## src/swfc_pkg.sv

```systemverilog
// Constants and types for the stop window and fire configuration bank
// How it works
// In mode 2 with auto-sum on, enabled hit results are summed into result four.
// With error value on, a timeout writes the all-ones code as result; the bank writes 0fff_ffff instead.
// First-wave enable turns on first-hit detection and reinterprets registers three, four.
// Mode-2 timeout predivider codes 0..3 give 64, 256, 1024, 4096 us.
// Software keeps the first-stop relative delay within 3 to 63.
// Software keeps second-stop delay within 4 to 63, above the first.
// Software keeps third-stop delay within 5 to 63, above the second.
// Hit-two stop-enable delay is unsigned 14.5 fixed point in reference periods.
// Software zeroes hit-two and hit-three delays while the analog front end is off.
// Hit-three stop-enable delay uses the same 19-bit fixed-point format.
// Pulse-width measurement runs while its disable bit is zero.
// First-wave edge bit selects rising edge at zero, falling at one.
// Five-bit comparator offset is two's complement in 1 mV steps.
// Two range bits add +20 mV and -20 mV shifts independently.
// Software keeps the top five bits of register four at default.
// Software never loads the fire output configuration with pattern 011.
// Bit 30 enables up output, 29 down output, 31 inverts down output.
// Start-noise bit switches on the start channel noise unit.
// Phase-noise unit runs while its disable bit is zero.
// Repeat field repeats the fire sequence 0 to 7 extra times.
// Each phase bit selects inversion for one of up to 15 pulses.
// Software always writes zero to bit 23 of the fire configuration.
// Free low-byte bits are stored, read back and otherwise ignored.
package swfc_pkg;
    // Register indices; byte address is four times the index
    localparam logic [5:0] SWFC_IDX_STOP = 6'h03;
    localparam logic [5:0] SWFC_IDX_HIT3 = 6'h04;
    localparam logic [5:0] SWFC_IDX_FIRE = 6'h05;
    localparam logic [5:0] SWFC_IDX_STAT = 6'h08;
    // Reset values
    localparam logic [31:0] SWFC_RST_STOP = 32'h0000_0000;
    localparam logic [31:0] SWFC_RST_HIT3 = 32'h2000_0000;
    localparam logic [31:0] SWFC_RST_FIRE = 32'h0000_0000;
    localparam logic [4:0] SWFC_HIT3_TOP_DEF = 5'h04;
    localparam logic [31:0] SWFC_TIMEOUT_CODE = 32'h0fff_ffff;
    // Stop/timeout register fields
    localparam int SWFC_B_AUTOSUM = 31;
    localparam int SWFC_B_FWAVE = 30;
    localparam int SWFC_B_ERRVAL = 29;
    localparam int SWFC_B_TIMO = 27;
    localparam int SWFC_B_DREL3 = 21;
    localparam int SWFC_B_DREL2 = 15;
    localparam int SWFC_B_DREL1 = 9;
    localparam int SWFC_B_DVAL = 8;
    // Hit-three/offset register fields
    localparam int SWFC_B_TOP5 = 27;
    localparam int SWFC_B_DISPW = 17;
    localparam int SWFC_B_EDGE = 16;
    localparam int SWFC_B_RNGP = 15;
    localparam int SWFC_B_RNGM = 14;
    localparam int SWFC_B_COMPARATOR_OFFSET_CODE = 8;
    // Fire register fields
    localparam int SWFC_B_FBOTH = 31;
    localparam int SWFC_B_FUP = 30;
    localparam int SWFC_B_FDOWN = 29;
    localparam int SWFC_B_SNOISE = 28;
    localparam int SWFC_B_DISPH = 27;
    localparam int SWFC_B_REPEAT = 24;
    localparam int SWFC_B_RSVD23 = 23;
    localparam int SWFC_B_PHASE = 8;
    // Limits of the relative stop delays
    localparam logic [5:0] SWFC_DREL1_MIN = 6'h03;
    localparam logic [5:0] SWFC_DREL2_MIN = 6'h04;
    localparam logic [5:0] SWFC_DREL3_MIN = 6'h05;
    localparam logic [2:0] SWFC_FIRE_BAD = 3'h3;
    // Mode-2 timeout per predivider code, in microseconds
    localparam logic [12:0] SWFC_TIMO_US_0 = 13'h0040;
    localparam logic [12:0] SWFC_TIMO_US_1 = 13'h0100;
    localparam logic [12:0] SWFC_TIMO_US_2 = 13'h0400;
    localparam logic [12:0] SWFC_TIMO_US_3 = 13'h1000;
    localparam logic [6:0] SWFC_RANGE_MV = 7'h14;

    typedef enum logic [1:0] {
        SWFC_BUS_IDLE = 2'b01,
        SWFC_BUS_ACK = 2'b10
    } swfc_bus_e;

    typedef struct packed {
        swfc_bus_e bus;
        logic waitreq;
        logic [31:0] rdata;
        logic [31:0] stop_reg;
        logic [31:0] hit3_reg;
        logic [31:0] fire_reg;
        logic [31:0] result4;
        logic result4_valid;
        logic auto_sum_en;
        logic err_val_en;
        logic first_wave;
        logic [12:0] timeout_us;
        logic [5:0] drel1;
        logic [5:0] drel2;
        logic [5:0] drel3;
        logic [18:0] dval2;
        logic [18:0] dval3;
        logic pw_enable;
        logic fw_falling;
        logic [6:0] offset_mv;
        logic fire_up;
        logic fire_down;
        logic fire_inv;
        logic noise_on;
        logic phase_run;
        logic [3:0] seq_count;
        logic [14:0] phase_mask;
    } swfc_state_s;
endpackage

```

## src/swfc_bank.sv

```systemverilog
// Stop window, timeout and fire configuration bank with Avalon-MM slave
//
// Design decision made here: the Avalon-MM slave port.
`timescale 1ns/100ps
`default_nettype none
module swfc_bank
    import swfc_pkg::*;
(
    input wire logic ref_clk_i,
    input wire logic rst_n_i,
    input wire logic [7:0] avs_address_i,
    input wire logic avs_read_i,
    input wire logic avs_write_i,
    input wire logic [31:0] avs_writedata_i,
    input wire logic [3:0] avs_byteenable_i,
    output logic [31:0] avs_readdata_o,
    output logic avs_waitrequest_o,
    input wire logic mode2_i,
    input wire logic calc_strobe_i,
    input wire logic timeout_i,
    input wire logic [2:0] hit_enable_i,
    input wire logic [95:0] hit_results_i,
    output logic [31:0] result4_o,
    output logic result4_valid_o,
    output logic mode2_auto_sum_enable_o,
    output logic timeout_error_value_enable_o,
    output logic first_wave_enable_o,
    output logic [12:0] timeout_us_o,
    output logic [5:0] rel_delay_stop_one_o,
    output logic [5:0] rel_delay_stop_two_o,
    output logic [5:0] rel_delay_stop_three_o,
    output logic [18:0] stop_enable_delay_hit_two_o,
    output logic [18:0] stop_enable_delay_hit_three_o,
    output logic pulse_width_meas_enable_o,
    output logic first_wave_falling_o,
    output logic [6:0] comparator_offset_mv_o,
    output logic fire_up_enable_o,
    output logic fire_down_enable_o,
    output logic fire_down_invert_o,
    output logic start_noise_on_o,
    output logic phase_noise_run_o,
    output logic [3:0] fire_sequence_count_o,
    output logic [14:0] pulse_phase_invert_mask_o
);
    swfc_state_s st_q;
    swfc_state_s st_d;
    logic [6:0] dec_mv;
    logic [5:0] idx;

    assign idx = avs_address_i[7:2];

    swfc_offset_decode u_comparator_offset_code (
        .code_i(st_q.hit3_reg[SWFC_B_COMPARATOR_OFFSET_CODE +: 5]),
        .plus_i(st_q.hit3_reg[SWFC_B_RNGP]),
        .minus_i(st_q.hit3_reg[SWFC_B_RNGM]),
        .mv_o(dec_mv)
    );

    function automatic logic [31:0] swfc_merge(input logic [31:0] old_v,
            input logic [31:0] new_v, input logic [3:0] be);
        logic [31:0] r;
        r = old_v;
        for (int b = 0; b < 4; b++) begin
            if (be[b]) begin
                r[8*b +: 8] = new_v[8*b +: 8];
            end
        end
        return r;
    endfunction

    always_comb begin
        logic [31:0] stat;
        logic [31:0] sum;
        logic fw;
        logic [5:0] r1;
        logic [5:0] r2;
        logic [5:0] r3;
        stat = 32'h0000_0000;
        sum = 32'h0000_0000;
        st_d = st_q;
        st_d.waitreq = 1'b1;
        fw = st_q.stop_reg[SWFC_B_FWAVE];
        r1 = st_q.stop_reg[SWFC_B_DREL1 +: 6];
        r2 = st_q.stop_reg[SWFC_B_DREL2 +: 6];
        r3 = st_q.stop_reg[SWFC_B_DREL3 +: 6];
        // Status word flags software settings the hardware cannot honour
        stat[0] = (st_q.fire_reg[SWFC_B_FDOWN +: 3] == SWFC_FIRE_BAD);
        stat[1] = st_q.fire_reg[SWFC_B_RSVD23];
        stat[2] = fw && (r1 < SWFC_DREL1_MIN);
        stat[3] = fw && ((r2 < SWFC_DREL2_MIN) || (r2 <= r1));
        stat[4] = fw && ((r3 < SWFC_DREL3_MIN) || (r3 <= r2));
        stat[5] = fw && (st_q.hit3_reg[SWFC_B_TOP5 +: 5]
            != SWFC_HIT3_TOP_DEF);
        stat[6] = fw;
        stat[14:8] = st_q.offset_mv;
        stat[15] = st_q.result4_valid;

        // Bus: one idle cycle latches the answer, then one acknowledge cycle
        case (st_q.bus)
            SWFC_BUS_IDLE: begin
                if (avs_read_i || avs_write_i) begin
                    st_d.bus = SWFC_BUS_ACK;
                    st_d.waitreq = 1'b0;
                    if (avs_read_i) begin
                        if (idx == SWFC_IDX_STOP) begin
                            st_d.rdata = st_q.stop_reg;
                        end else if (idx == SWFC_IDX_HIT3) begin
                            st_d.rdata = st_q.hit3_reg;
                        end else if (idx == SWFC_IDX_FIRE) begin
                            st_d.rdata = st_q.fire_reg;
                        end else if (idx == SWFC_IDX_STAT) begin
                            st_d.rdata = stat;
                        end else begin
                            st_d.rdata = 32'h0000_0000;
                        end
                    end
                end
            end
            SWFC_BUS_ACK: begin
                st_d.bus = SWFC_BUS_IDLE;
                // Writes land at the edge where waitrequest is seen low
                if (avs_write_i) begin
                    if (idx == SWFC_IDX_STOP) begin
                        st_d.stop_reg = swfc_merge(st_q.stop_reg,
                            avs_writedata_i, avs_byteenable_i);
                    end else if (idx == SWFC_IDX_HIT3) begin
                        st_d.hit3_reg = swfc_merge(st_q.hit3_reg,
                            avs_writedata_i, avs_byteenable_i);
                    end else if (idx == SWFC_IDX_FIRE) begin
                        st_d.fire_reg = swfc_merge(st_q.fire_reg,
                            avs_writedata_i, avs_byteenable_i);
                    end
                end
            end
            default: begin
                st_d.bus = SWFC_BUS_IDLE;
            end
        endcase

        // Result four: timeout code wins over the auto sum
        st_d.result4_valid = 1'b0;
        for (int h = 0; h < 3; h++) begin
            if (hit_enable_i[h]) begin
                sum = 32'(sum + hit_results_i[32*h +: 32]);
            end
        end
        if (calc_strobe_i) begin
            if (timeout_i && st_q.err_val_en) begin
                st_d.result4 = SWFC_TIMEOUT_CODE;
                st_d.result4_valid = 1'b1;
            end else if (mode2_i && st_q.auto_sum_en) begin
                st_d.result4 = sum;
                st_d.result4_valid = 1'b1;
            end
        end

        // Decoded view, one cycle behind the stored registers
        st_d.auto_sum_en = st_q.stop_reg[SWFC_B_AUTOSUM];
        st_d.err_val_en = st_q.stop_reg[SWFC_B_ERRVAL];
        st_d.first_wave = fw;
        case (st_q.stop_reg[SWFC_B_TIMO +: 2])
            2'h0: st_d.timeout_us = SWFC_TIMO_US_0;
            2'h1: st_d.timeout_us = SWFC_TIMO_US_1;
            2'h2: st_d.timeout_us = SWFC_TIMO_US_2;
            default: st_d.timeout_us = SWFC_TIMO_US_3;
        endcase
        // Same bits mean relative stops or absolute delay, never both
        st_d.drel1 = fw ? r1 : 6'h00;
        st_d.drel2 = fw ? r2 : 6'h00;
        st_d.drel3 = fw ? r3 : 6'h00;
        st_d.dval2 = fw ? 19'h00000
            : st_q.stop_reg[SWFC_B_DVAL +: 19];
        st_d.dval3 = fw ? 19'h00000
            : st_q.hit3_reg[SWFC_B_DVAL +: 19];
        // Comparator settings only apply in first-wave mode
        st_d.pw_enable = fw && !st_q.hit3_reg[SWFC_B_DISPW];
        st_d.fw_falling = fw && st_q.hit3_reg[SWFC_B_EDGE];
        st_d.offset_mv = fw ? dec_mv : 7'h00;
        st_d.fire_up = st_q.fire_reg[SWFC_B_FUP];
        st_d.fire_down = st_q.fire_reg[SWFC_B_FDOWN];
        st_d.fire_inv = st_q.fire_reg[SWFC_B_FBOTH];
        st_d.noise_on = st_q.fire_reg[SWFC_B_SNOISE];
        st_d.phase_run = !st_q.fire_reg[SWFC_B_DISPH];
        st_d.seq_count = {1'b0, st_q.fire_reg[SWFC_B_REPEAT +: 3]}
            + 4'h1;
        st_d.phase_mask = st_q.fire_reg[SWFC_B_PHASE +: 15];
    end

    always_ff @(posedge ref_clk_i) begin
        if (!rst_n_i) begin
            st_q <= '0;
            st_q.bus <= SWFC_BUS_IDLE;
            st_q.waitreq <= 1'b1;
            st_q.stop_reg <= SWFC_RST_STOP;
            st_q.hit3_reg <= SWFC_RST_HIT3;
            st_q.fire_reg <= SWFC_RST_FIRE;
            st_q.timeout_us <= SWFC_TIMO_US_0;
            st_q.phase_run <= 1'b1;
            st_q.seq_count <= 4'h1;
        end else begin
            st_q <= st_d;
        end
    end

    assign avs_readdata_o = st_q.rdata;
    assign avs_waitrequest_o = st_q.waitreq;
    assign result4_o = st_q.result4;
    assign result4_valid_o = st_q.result4_valid;
    assign mode2_auto_sum_enable_o = st_q.auto_sum_en;
    assign timeout_error_value_enable_o = st_q.err_val_en;
    assign first_wave_enable_o = st_q.first_wave;
    assign timeout_us_o = st_q.timeout_us;
    assign rel_delay_stop_one_o = st_q.drel1;
    assign rel_delay_stop_two_o = st_q.drel2;
    assign rel_delay_stop_three_o = st_q.drel3;
    assign stop_enable_delay_hit_two_o = st_q.dval2;
    assign stop_enable_delay_hit_three_o = st_q.dval3;
    assign pulse_width_meas_enable_o = st_q.pw_enable;
    assign first_wave_falling_o = st_q.fw_falling;
    assign comparator_offset_mv_o = st_q.offset_mv;
    assign fire_up_enable_o = st_q.fire_up;
    assign fire_down_enable_o = st_q.fire_down;
    assign fire_down_invert_o = st_q.fire_inv;
    assign start_noise_on_o = st_q.noise_on;
    assign phase_noise_run_o = st_q.phase_run;
    assign fire_sequence_count_o = st_q.seq_count;
    assign pulse_phase_invert_mask_o = st_q.phase_mask;
endmodule
`default_nettype wire

```

## src/swfc_offset_decode.sv

```systemverilog
// Comparator offset decoder: signed code plus range shifts to millivolts
`timescale 1ns/100ps
`default_nettype none
module swfc_offset_decode
    import swfc_pkg::*;
(
    input wire logic [4:0] code_i,
    input wire logic plus_i,
    input wire logic minus_i,
    output logic [6:0] mv_o
);
    logic [6:0] base;
    logic [6:0] plus;
    logic [6:0] minus;

    always_comb begin
        base = {{2{code_i[4]}}, code_i};
        plus = plus_i ? SWFC_RANGE_MV : 7'h00;
        minus = minus_i ? SWFC_RANGE_MV : 7'h00;
        // Range -36..+35 mV always fits seven signed bits
        mv_o = 7'(base + plus - minus);
    end
endmodule
`default_nettype wire

```

## config.mk

```make
export PLATFORM = sky130hd
export DESIGN_NAME = swfc_bank
export DESIGN_NICKNAME = d
export VERILOG_FILES = /design/src/swfc_pkg.sv /design/src/swfc_bank.sv /design/src/swfc_offset_decode.sv
export SDC_FILE = /design/constraint.sdc
export NUM_CORES = 1
export LEC_CHECK = 0
export BUFFER_PORTS_ARGS = -buffer_cell sky130_fd_sc_hd__buf_2
export CAP_MARGIN = 10
export CORE_ASPECT_RATIO = 1.1
export CORE_UTILIZATION = 56
export DETAILED_ROUTE_END_ITERATION = 16
export PLACE_DENSITY = 0.79
export SLEW_MARGIN = 20
export SYNTH_ARGS = -nofsm -noshare
export SYNTH_HDL_FRONTEND = slang
export SYNTH_SLANG_ARGS = --single-unit
```

## constraint.sdc

```tcl
create_clock -name ref_clk_i -period 8.15 [get_ports ref_clk_i]
set_input_delay 0.4075 -clock ref_clk_i [delete_from_list [all_inputs] [get_ports ref_clk_i]]
set_output_delay 0.4075 -clock ref_clk_i [all_outputs]
set_load 0.005 [all_outputs]
```

==> metrics.csv, run 1 <==
metric,value,unit
status,"complete, no violations",
"Avg Cell Area, Syn",8.04,sq um
number of antenna-violating nets in the routed design,0,
CTS tree,yes,
Synth Instances,1974,
Net Sw Frac,27.2,%
Reg power frac,41.1,%
via count,14365,
Final nets,2270,
top-count cell post-synth,dfxtp_1,
Relative slew margins,34.5,%
deepest clock path buffer count,3,
CP endpoint kind,flop,
CP arrival,6.11,ns
number of synthesized flops with an enable pin,0,
CP max stage cell,fa_1,
final core area utilization,61.9,%
CP peak stage delay,0.46,ns
synthesis-to-finish area growth,8.68,%
Setup Skew,0.0198,ns
dominant cell type by area after synthesis,dfxtp_1,
most frequent cells after synthesis,"dfxtp_1, nand2_1, buf_4",
Post-synth ARST share,0,%
htree depth,1,
post-route setup TNS,0,ns
fmax,0.177,GHz
RSZ-0062 raised after global routing,no,
Critical Path RT,8.62,ns
Ports,321,
Synth Flop Type,dfxtp_1,
Clk pwr share,39.5,%
"Clk pin slew, worst setup/hold paths",0.07,ns
TritonCTS Sinks,260,
measured slew at the worst slew-check pin,0.980,ns
die width,163,microns
dpl hpwl,31400,microns
Routed WL,43000,microns
"Seq/Total Area, Yosys",32.8,%
CTS Hold Bufs,0,
initial core utilization,57.0,%
fill count,2491,
Final GP Congestion,0.918,
P_leak,7.63,nW
top cell type's share of synthesized area,32.8,%
pin count of the biggest net entering global routing,106,
initial antenna violation count,4,
type of the worst min-delay path,in2reg,
CTS buffer count,26,
cell-internal power,0.00229,W
Routed WL per cell,17.7,microns
synth warn,0,
die area,29000,sq um
most frequent CP cell,a31oi_1,
final setup violation count,0,
Top delay family on crit path,compound AO/OA/AOI/OAI gates,
final hold violation count,0,
Unique masters post-synth,92,
Root Driver,clkbuf_16,
Rows,64,
Max-cap violations,0,
cts repair resizes,0,
"critical path fanouts, max",6,
hold path start,avs_read_i,
pwr dens,182,nW/um^2
Total GRT Usage,28.2,%
share of layout cells above drive strength 1,18.9,%
type of origin of the critical path,input pin,
CP bufs+invs,2,
Mapped Area,15900,sq um
Max VDD drop,0.169,mV
Post-CTS Setup Bufs,0,
number of global-route vias before repair,13129,
final hold slack,0.134,ns
Core Area,27900,sq um
TritonRoute pass-1 iters,5,
DR vias/cell,5.90,
Die Y,179,microns
Clock Latency Late Sink,0.53,ns
total gr overflow,0,
crit path from,hit_enable_i[0],
Final min period,5.65,ns
Seq cells post-synth,260,
reg2reg start,mode2_auto_sum_enable_o$_SDFF_PN0_,
DRC viols,0,
Synth area leaders,"dfxtp_1, buf_4, nand2_1",
DR iter-0 viols,1152,
critical path class,in2reg,
Port Buffers,309,
first-pass GRT wire length,66200,microns
fin crit share,69.3,%
Comb power frac,19.4,%
Slew Limit Fails,0,
sw power,0.000857,W
## worst paths after layout
path | depth (start not counted) | endpoint | slack [ns]
max | 25 | result4_o[31]$_SDFFE_PN0P_ | 2.50
min | 2 | st_q[267]$_SDFFE_PN1N_ | 0.13
max reg2reg | 8 | result4_o[20]$_SDFFE_PN0P_ | 5.33
min reg2reg | 1 | phase_noise_run_o$_SDFF_PN1_ | 0.41
## power by group through the flow
stage | clock network, W | logic (W) | registers, W
after floorplan | 0 | 0.000463 | 0.00132
after global placement | 0 | 0.000588 | 0.00132
after detailed placement | 0 | 0.000597 | 0.00132
after CTS | 0.00126 | 0.000602 | 0.00129
after global routing | 0.00132 | 0.000672 | 0.00129
final | 0.00124 | 0.000609 | 0.00129
## cell usage in the layout (no fill, tap or decap), types with 6 or more instances in the layout
| cell | instances |
|---|---|
| clkbuf_16 | 27 |
| o21a_1 | 13 |
| a31oi_1 | 19 |
| buf_2 | 308 |
| nand4_1 | 11 |
| o22ai_1 | 10 |
| o211a_1 | 10 |
| mux2i_1 | 15 |
| clkbuf_8 | 6 |
| a22oi_1 | 10 |
| o21bai_1 | 10 |
| a221oi_1 | 27 |
| a21oi_1 | 119 |
| conb_1 | 9 |
| a21o_1 | 44 |
| o211ai_1 | 22 |
| nor2b_1 | 11 |
| nand3_1 | 114 |
| o21ai_0 | 99 |
| nor2_1 | 88 |
| o21ai_1 | 14 |
| nor3_1 | 20 |
| nand3b_1 | 7 |
| inv_1 | 58 |
| maj3_1 | 6 |
| ha_1 | 67 |
| a21boi_0 | 98 |
| xnor2_1 | 52 |
| nand2_1 | 230 |
| a211oi_1 | 12 |
| and3_1 | 19 |
| xor2_1 | 21 |
| and2_1 | 79 |
| buf_4 | 16 |
| dfxtp_1 | 260 |
| nand2b_1 | 17 |
## kinds of logic (layout without fill, tap and decap cells)
group | Yosys count | after routing | synth area share [%]
flops | 260 | 260 | 32.8
compound gates | 563 | 563 | 24.0
buf+inv | 344 | 429 | 12.1
mux | 19 | 19 | 1.23
xor+xnor | 74 | 74 | 4.18
simple gates | 634 | 634 | 19.4
fa+ha+maj | 79 | 79 | 6.32
other cells | 1 | 13 | 0.0236
## metal layers
layer | GRT usage (%) | share of wire, % | up-vias | wire length (microns)
met5 | 0 | 0.051 | - | 22
met4 | 9.97 | 2.9 | 4 | 1230
met3 | 4.05 | 7.4 | 77 | 3180
met2 | 50.0 | 49 | 615 | 20900
met1 | 34.6 | 41 | 6739 | 17700
li1 | - | - | 6930 | -
## state kept, by name, indices dropped and copies added (netlist names), 4 cells and up
signal	cells
pulse_phase_invert_mask_o	15
rel_delay_stop_one_o	6
result4_o	32
stop_enable_delay_hit_three_o	19
st_q	76
rel_delay_stop_three_o	6
fire_sequence_count_o	4
rel_delay_stop_two_o	6
timeout_us_o	4
comparator_offset_mv_o	7
st_d	22
stop_enable_delay_hit_two_o	19
avs_readdata_o	32
## cell type report
cell class                      instances  area, sq um  area share, %
Clock inverter                          9          126          0.732
Sequential cell                       260         5200           30.2
Antenna cell                            4         10.0         0.0580
Multi-Input combinational cell       1378         8800           51.0
Tap cell                              363          454           2.63
Clock buffer                           37          773           4.48
Inverter                               59          221           1.28
Timing Repair Buffer                  324         1660           9.63
## stage by stage
stage               instances  instance area [sq um]  setup WS (ns)  total power (W)
floorplan                1982                  15900           1.88          0.00178
global placement         2384                  16300           2.14          0.00191
detailed placement       2384                  16300           2.01          0.00192
CTS                      2430                  17200           2.54          0.00315
global route             2432                  17300           2.22          0.00328
finish                   2434                  17300           2.50          0.00315
## worst reg2reg max path: stages (launching register included)
cell and delay [ns]:
dfxtp_1 0.43, nand2_1 0.15, nand2_1 0.13, nand2_1 0.21
a21oi_1 0.78, buf_4 0.32, nand2_1 0.26, o221a_2 0.36
o21a_1 0.09
(Power assumes the default switching activity.)
==> inputs of run 2 (changes only) <==
clock period = 5.7 ns   (was 8.15 ns; I/O delays follow)
==> metrics.csv, run 2 (synthesis results as in run 1) <==
metric,value,unit,change
critical path class,in2reg,,
type of the worst min-delay path,in2reg,,
htree depth,1,,unchanged
Post-CTS Setup Bufs,0,,unchanged
first-pass GRT wire length,67300,microns,+1.7%
initial antenna violation count,4,,unchanged
CP arrival,5.59,ns,-0.52 ns
post-route insts no fill,2439,,+0.21%
final hold violation count,0,,unchanged
Clock Latency Late Sink,0.53,ns,about the same
final hold slack,0.0328,ns,-0.101 ns
CTS tree,yes,,
Die Y,179,microns,unchanged
total gr overflow,0,,unchanged
Max-cap violations,0,,unchanged
fmax,0.195,GHz,
pwr dens,258,nW/um^2,+41%
Setup Skew,0.0262,ns,+0.00642 ns
Final min period,5.13,ns,
DR vias/cell,5.86,,-0.76%
Routed WL,43300,microns,+0.57%
number of global-route vias before repair,13210,,+0.62%
measured slew at the worst slew-check pin,1.05,ns,+0.0704 ns
initial core utilization,57.0,%,unchanged
Critical Path RT,6.16,ns,-2.46 ns
Routed WL per cell,17.7,microns,+0.36%
RSZ-0062 raised after global routing,no,,
via count,14285,,-0.56%
Final nets,2277,,+0.31%
final setup violation count,0,,unchanged
largest register by flop count,st_q,,
max reg flops,76,,unchanged
P_leak,7.64,nW,about the same
Max VDD drop,0.212,mV,+25%
Post-Place Cells,2388,,+0.17%
Relative slew margins,30.0,%,-4.5 points
share of layout cells above drive strength 1,19.2,%,+0.32 points
CP endpoint kind,flop,,
post-route setup slack,0.569,ns,-1.94 ns
Ports,321,,unchanged
status,"complete, no violations",,
Root Driver,clkbuf_16,,
die area,29000,sq um,unchanged
CTS Hold Bufs,3,,+3
synthesis-to-finish area growth,9.01,%,
deepest clock path buffer count,3,,unchanged
Core Area,27900,sq um,unchanged
worst slack at placement,0.161,ns,-1.85 ns
cts repair resizes,0,,unchanged
Slew Limit Fails,0,,unchanged
Port Buffers,309,,unchanged
pin count of the biggest net entering global routing,90,,-15%
post-route setup TNS,0,ns,unchanged
final core area utilization,62.1,%,+0.19 points
die width,163,microns,unchanged
Rows,64,,unchanged
DR iter-0 viols,1294,,+12%
Total GRT Usage,28.7,%,+0.54 points
fin crit share,90.0,%,
dpl hpwl,31700,microns,+0.97%
Worst R2R Path Depth,7,,-1
type of origin of the critical path,input pin,,
number of antenna-violating nets in the routed design,0,,unchanged
DRC viols,0,,unchanged
CTS buffer count,26,,unchanged
"most common cell after layout, fill and taps aside",buf_2,,
"Clk pin slew, worst setup/hold paths",0.07,ns,about the same
Hold Path Depth,3,,+1
TritonRoute pass-1 iters,5,,unchanged
"critical path fanouts, max",6,,unchanged
most frequent cells in the layout,"buf_2, dfxtp_1, nand2_1",,
TritonCTS Sinks,260,,unchanged
Final GP Congestion,0.925,,+0.77%
## run 2: report_power, final
part	switching [W]	internal (W)	total, W
Sequential	0.0000121	0.00184	0.00185
Clock	0.000734	0.000993	0.00173
Combinational	0.000518	0.000370	0.000888
## run 2: worst paths after layout
kind	to	slack, ns	start
setup reg to reg	result4_o[30]$_SDFFE_PN0P_	2.68	mode2_auto_sum_enable_o$_SDFF_PN0_
setup / recovery	result4_o[27]$_SDFFE_PN0P_	0.57	hit_enable_i[0]
hold reg to reg	phase_noise_run_o$_SDFF_PN1_	0.41	st_q[165]$_SDFFE_PN0P_
hold / removal	st_q[145]$_SDFFE_PN0P_	0.03	avs_writedata_i[7]
## run 2: critical path: stages
cell	delay (ns)
buf_2	0.11
nand2_1	0.07
inv_1	0.04
ha_2	0.18
fa_2	0.42
maj3_2	0.33
a32oi_2	0.25
maj3_4	0.24
a2bb2oi_4	0.24
a2bb2oi_4	0.24
nor2b_1	0.11
or3_1	0.33
a31oi_1	0.20
a41o_1	0.15
ha_1	0.31
a21oi_2	0.19
nand2b_1	0.07
a311o_1	0.37
a31oi_1	0.24
o21ai_0	0.25
a41o_1	0.31
a21oi_1	0.19
xnor2_1	0.15
o221ai_1	0.12
a21oi_1	0.17
## run 2: final cells by class
cell class / count / area (sq um)
fill: 2501 / 10600
multi-input combinational: 1378 / 8840
sequential: 260 / 5200
timing repair buffer: 331 / 1720
clock buffer: 34 / 722
tap: 363 / 454
inverter: 59 / 221
clock inverter: 12 / 136
antenna: 2 / 5.00
## run 2: per-layer routing
layer / share of wire, % / vias up / GRT usage [%]
met1: 41 / 6683 / 35.3
met3: 7.0 / 97 / 3.77
met4: 3.0 / 4 / 9.66
met2: 49 / 556 / 51.3
li1: - / 6945 / -
met5: 0.051 / - / 0
## run 2: through the flow
stage,power [W],cell area (sq um)
after detailed placement,0.00276,16400
final,0.00447,17300
after global routing,0.00465,17300
after global placement,0.00274,16400
after CTS,0.00448,17300
after floorplan,0.00256,16000
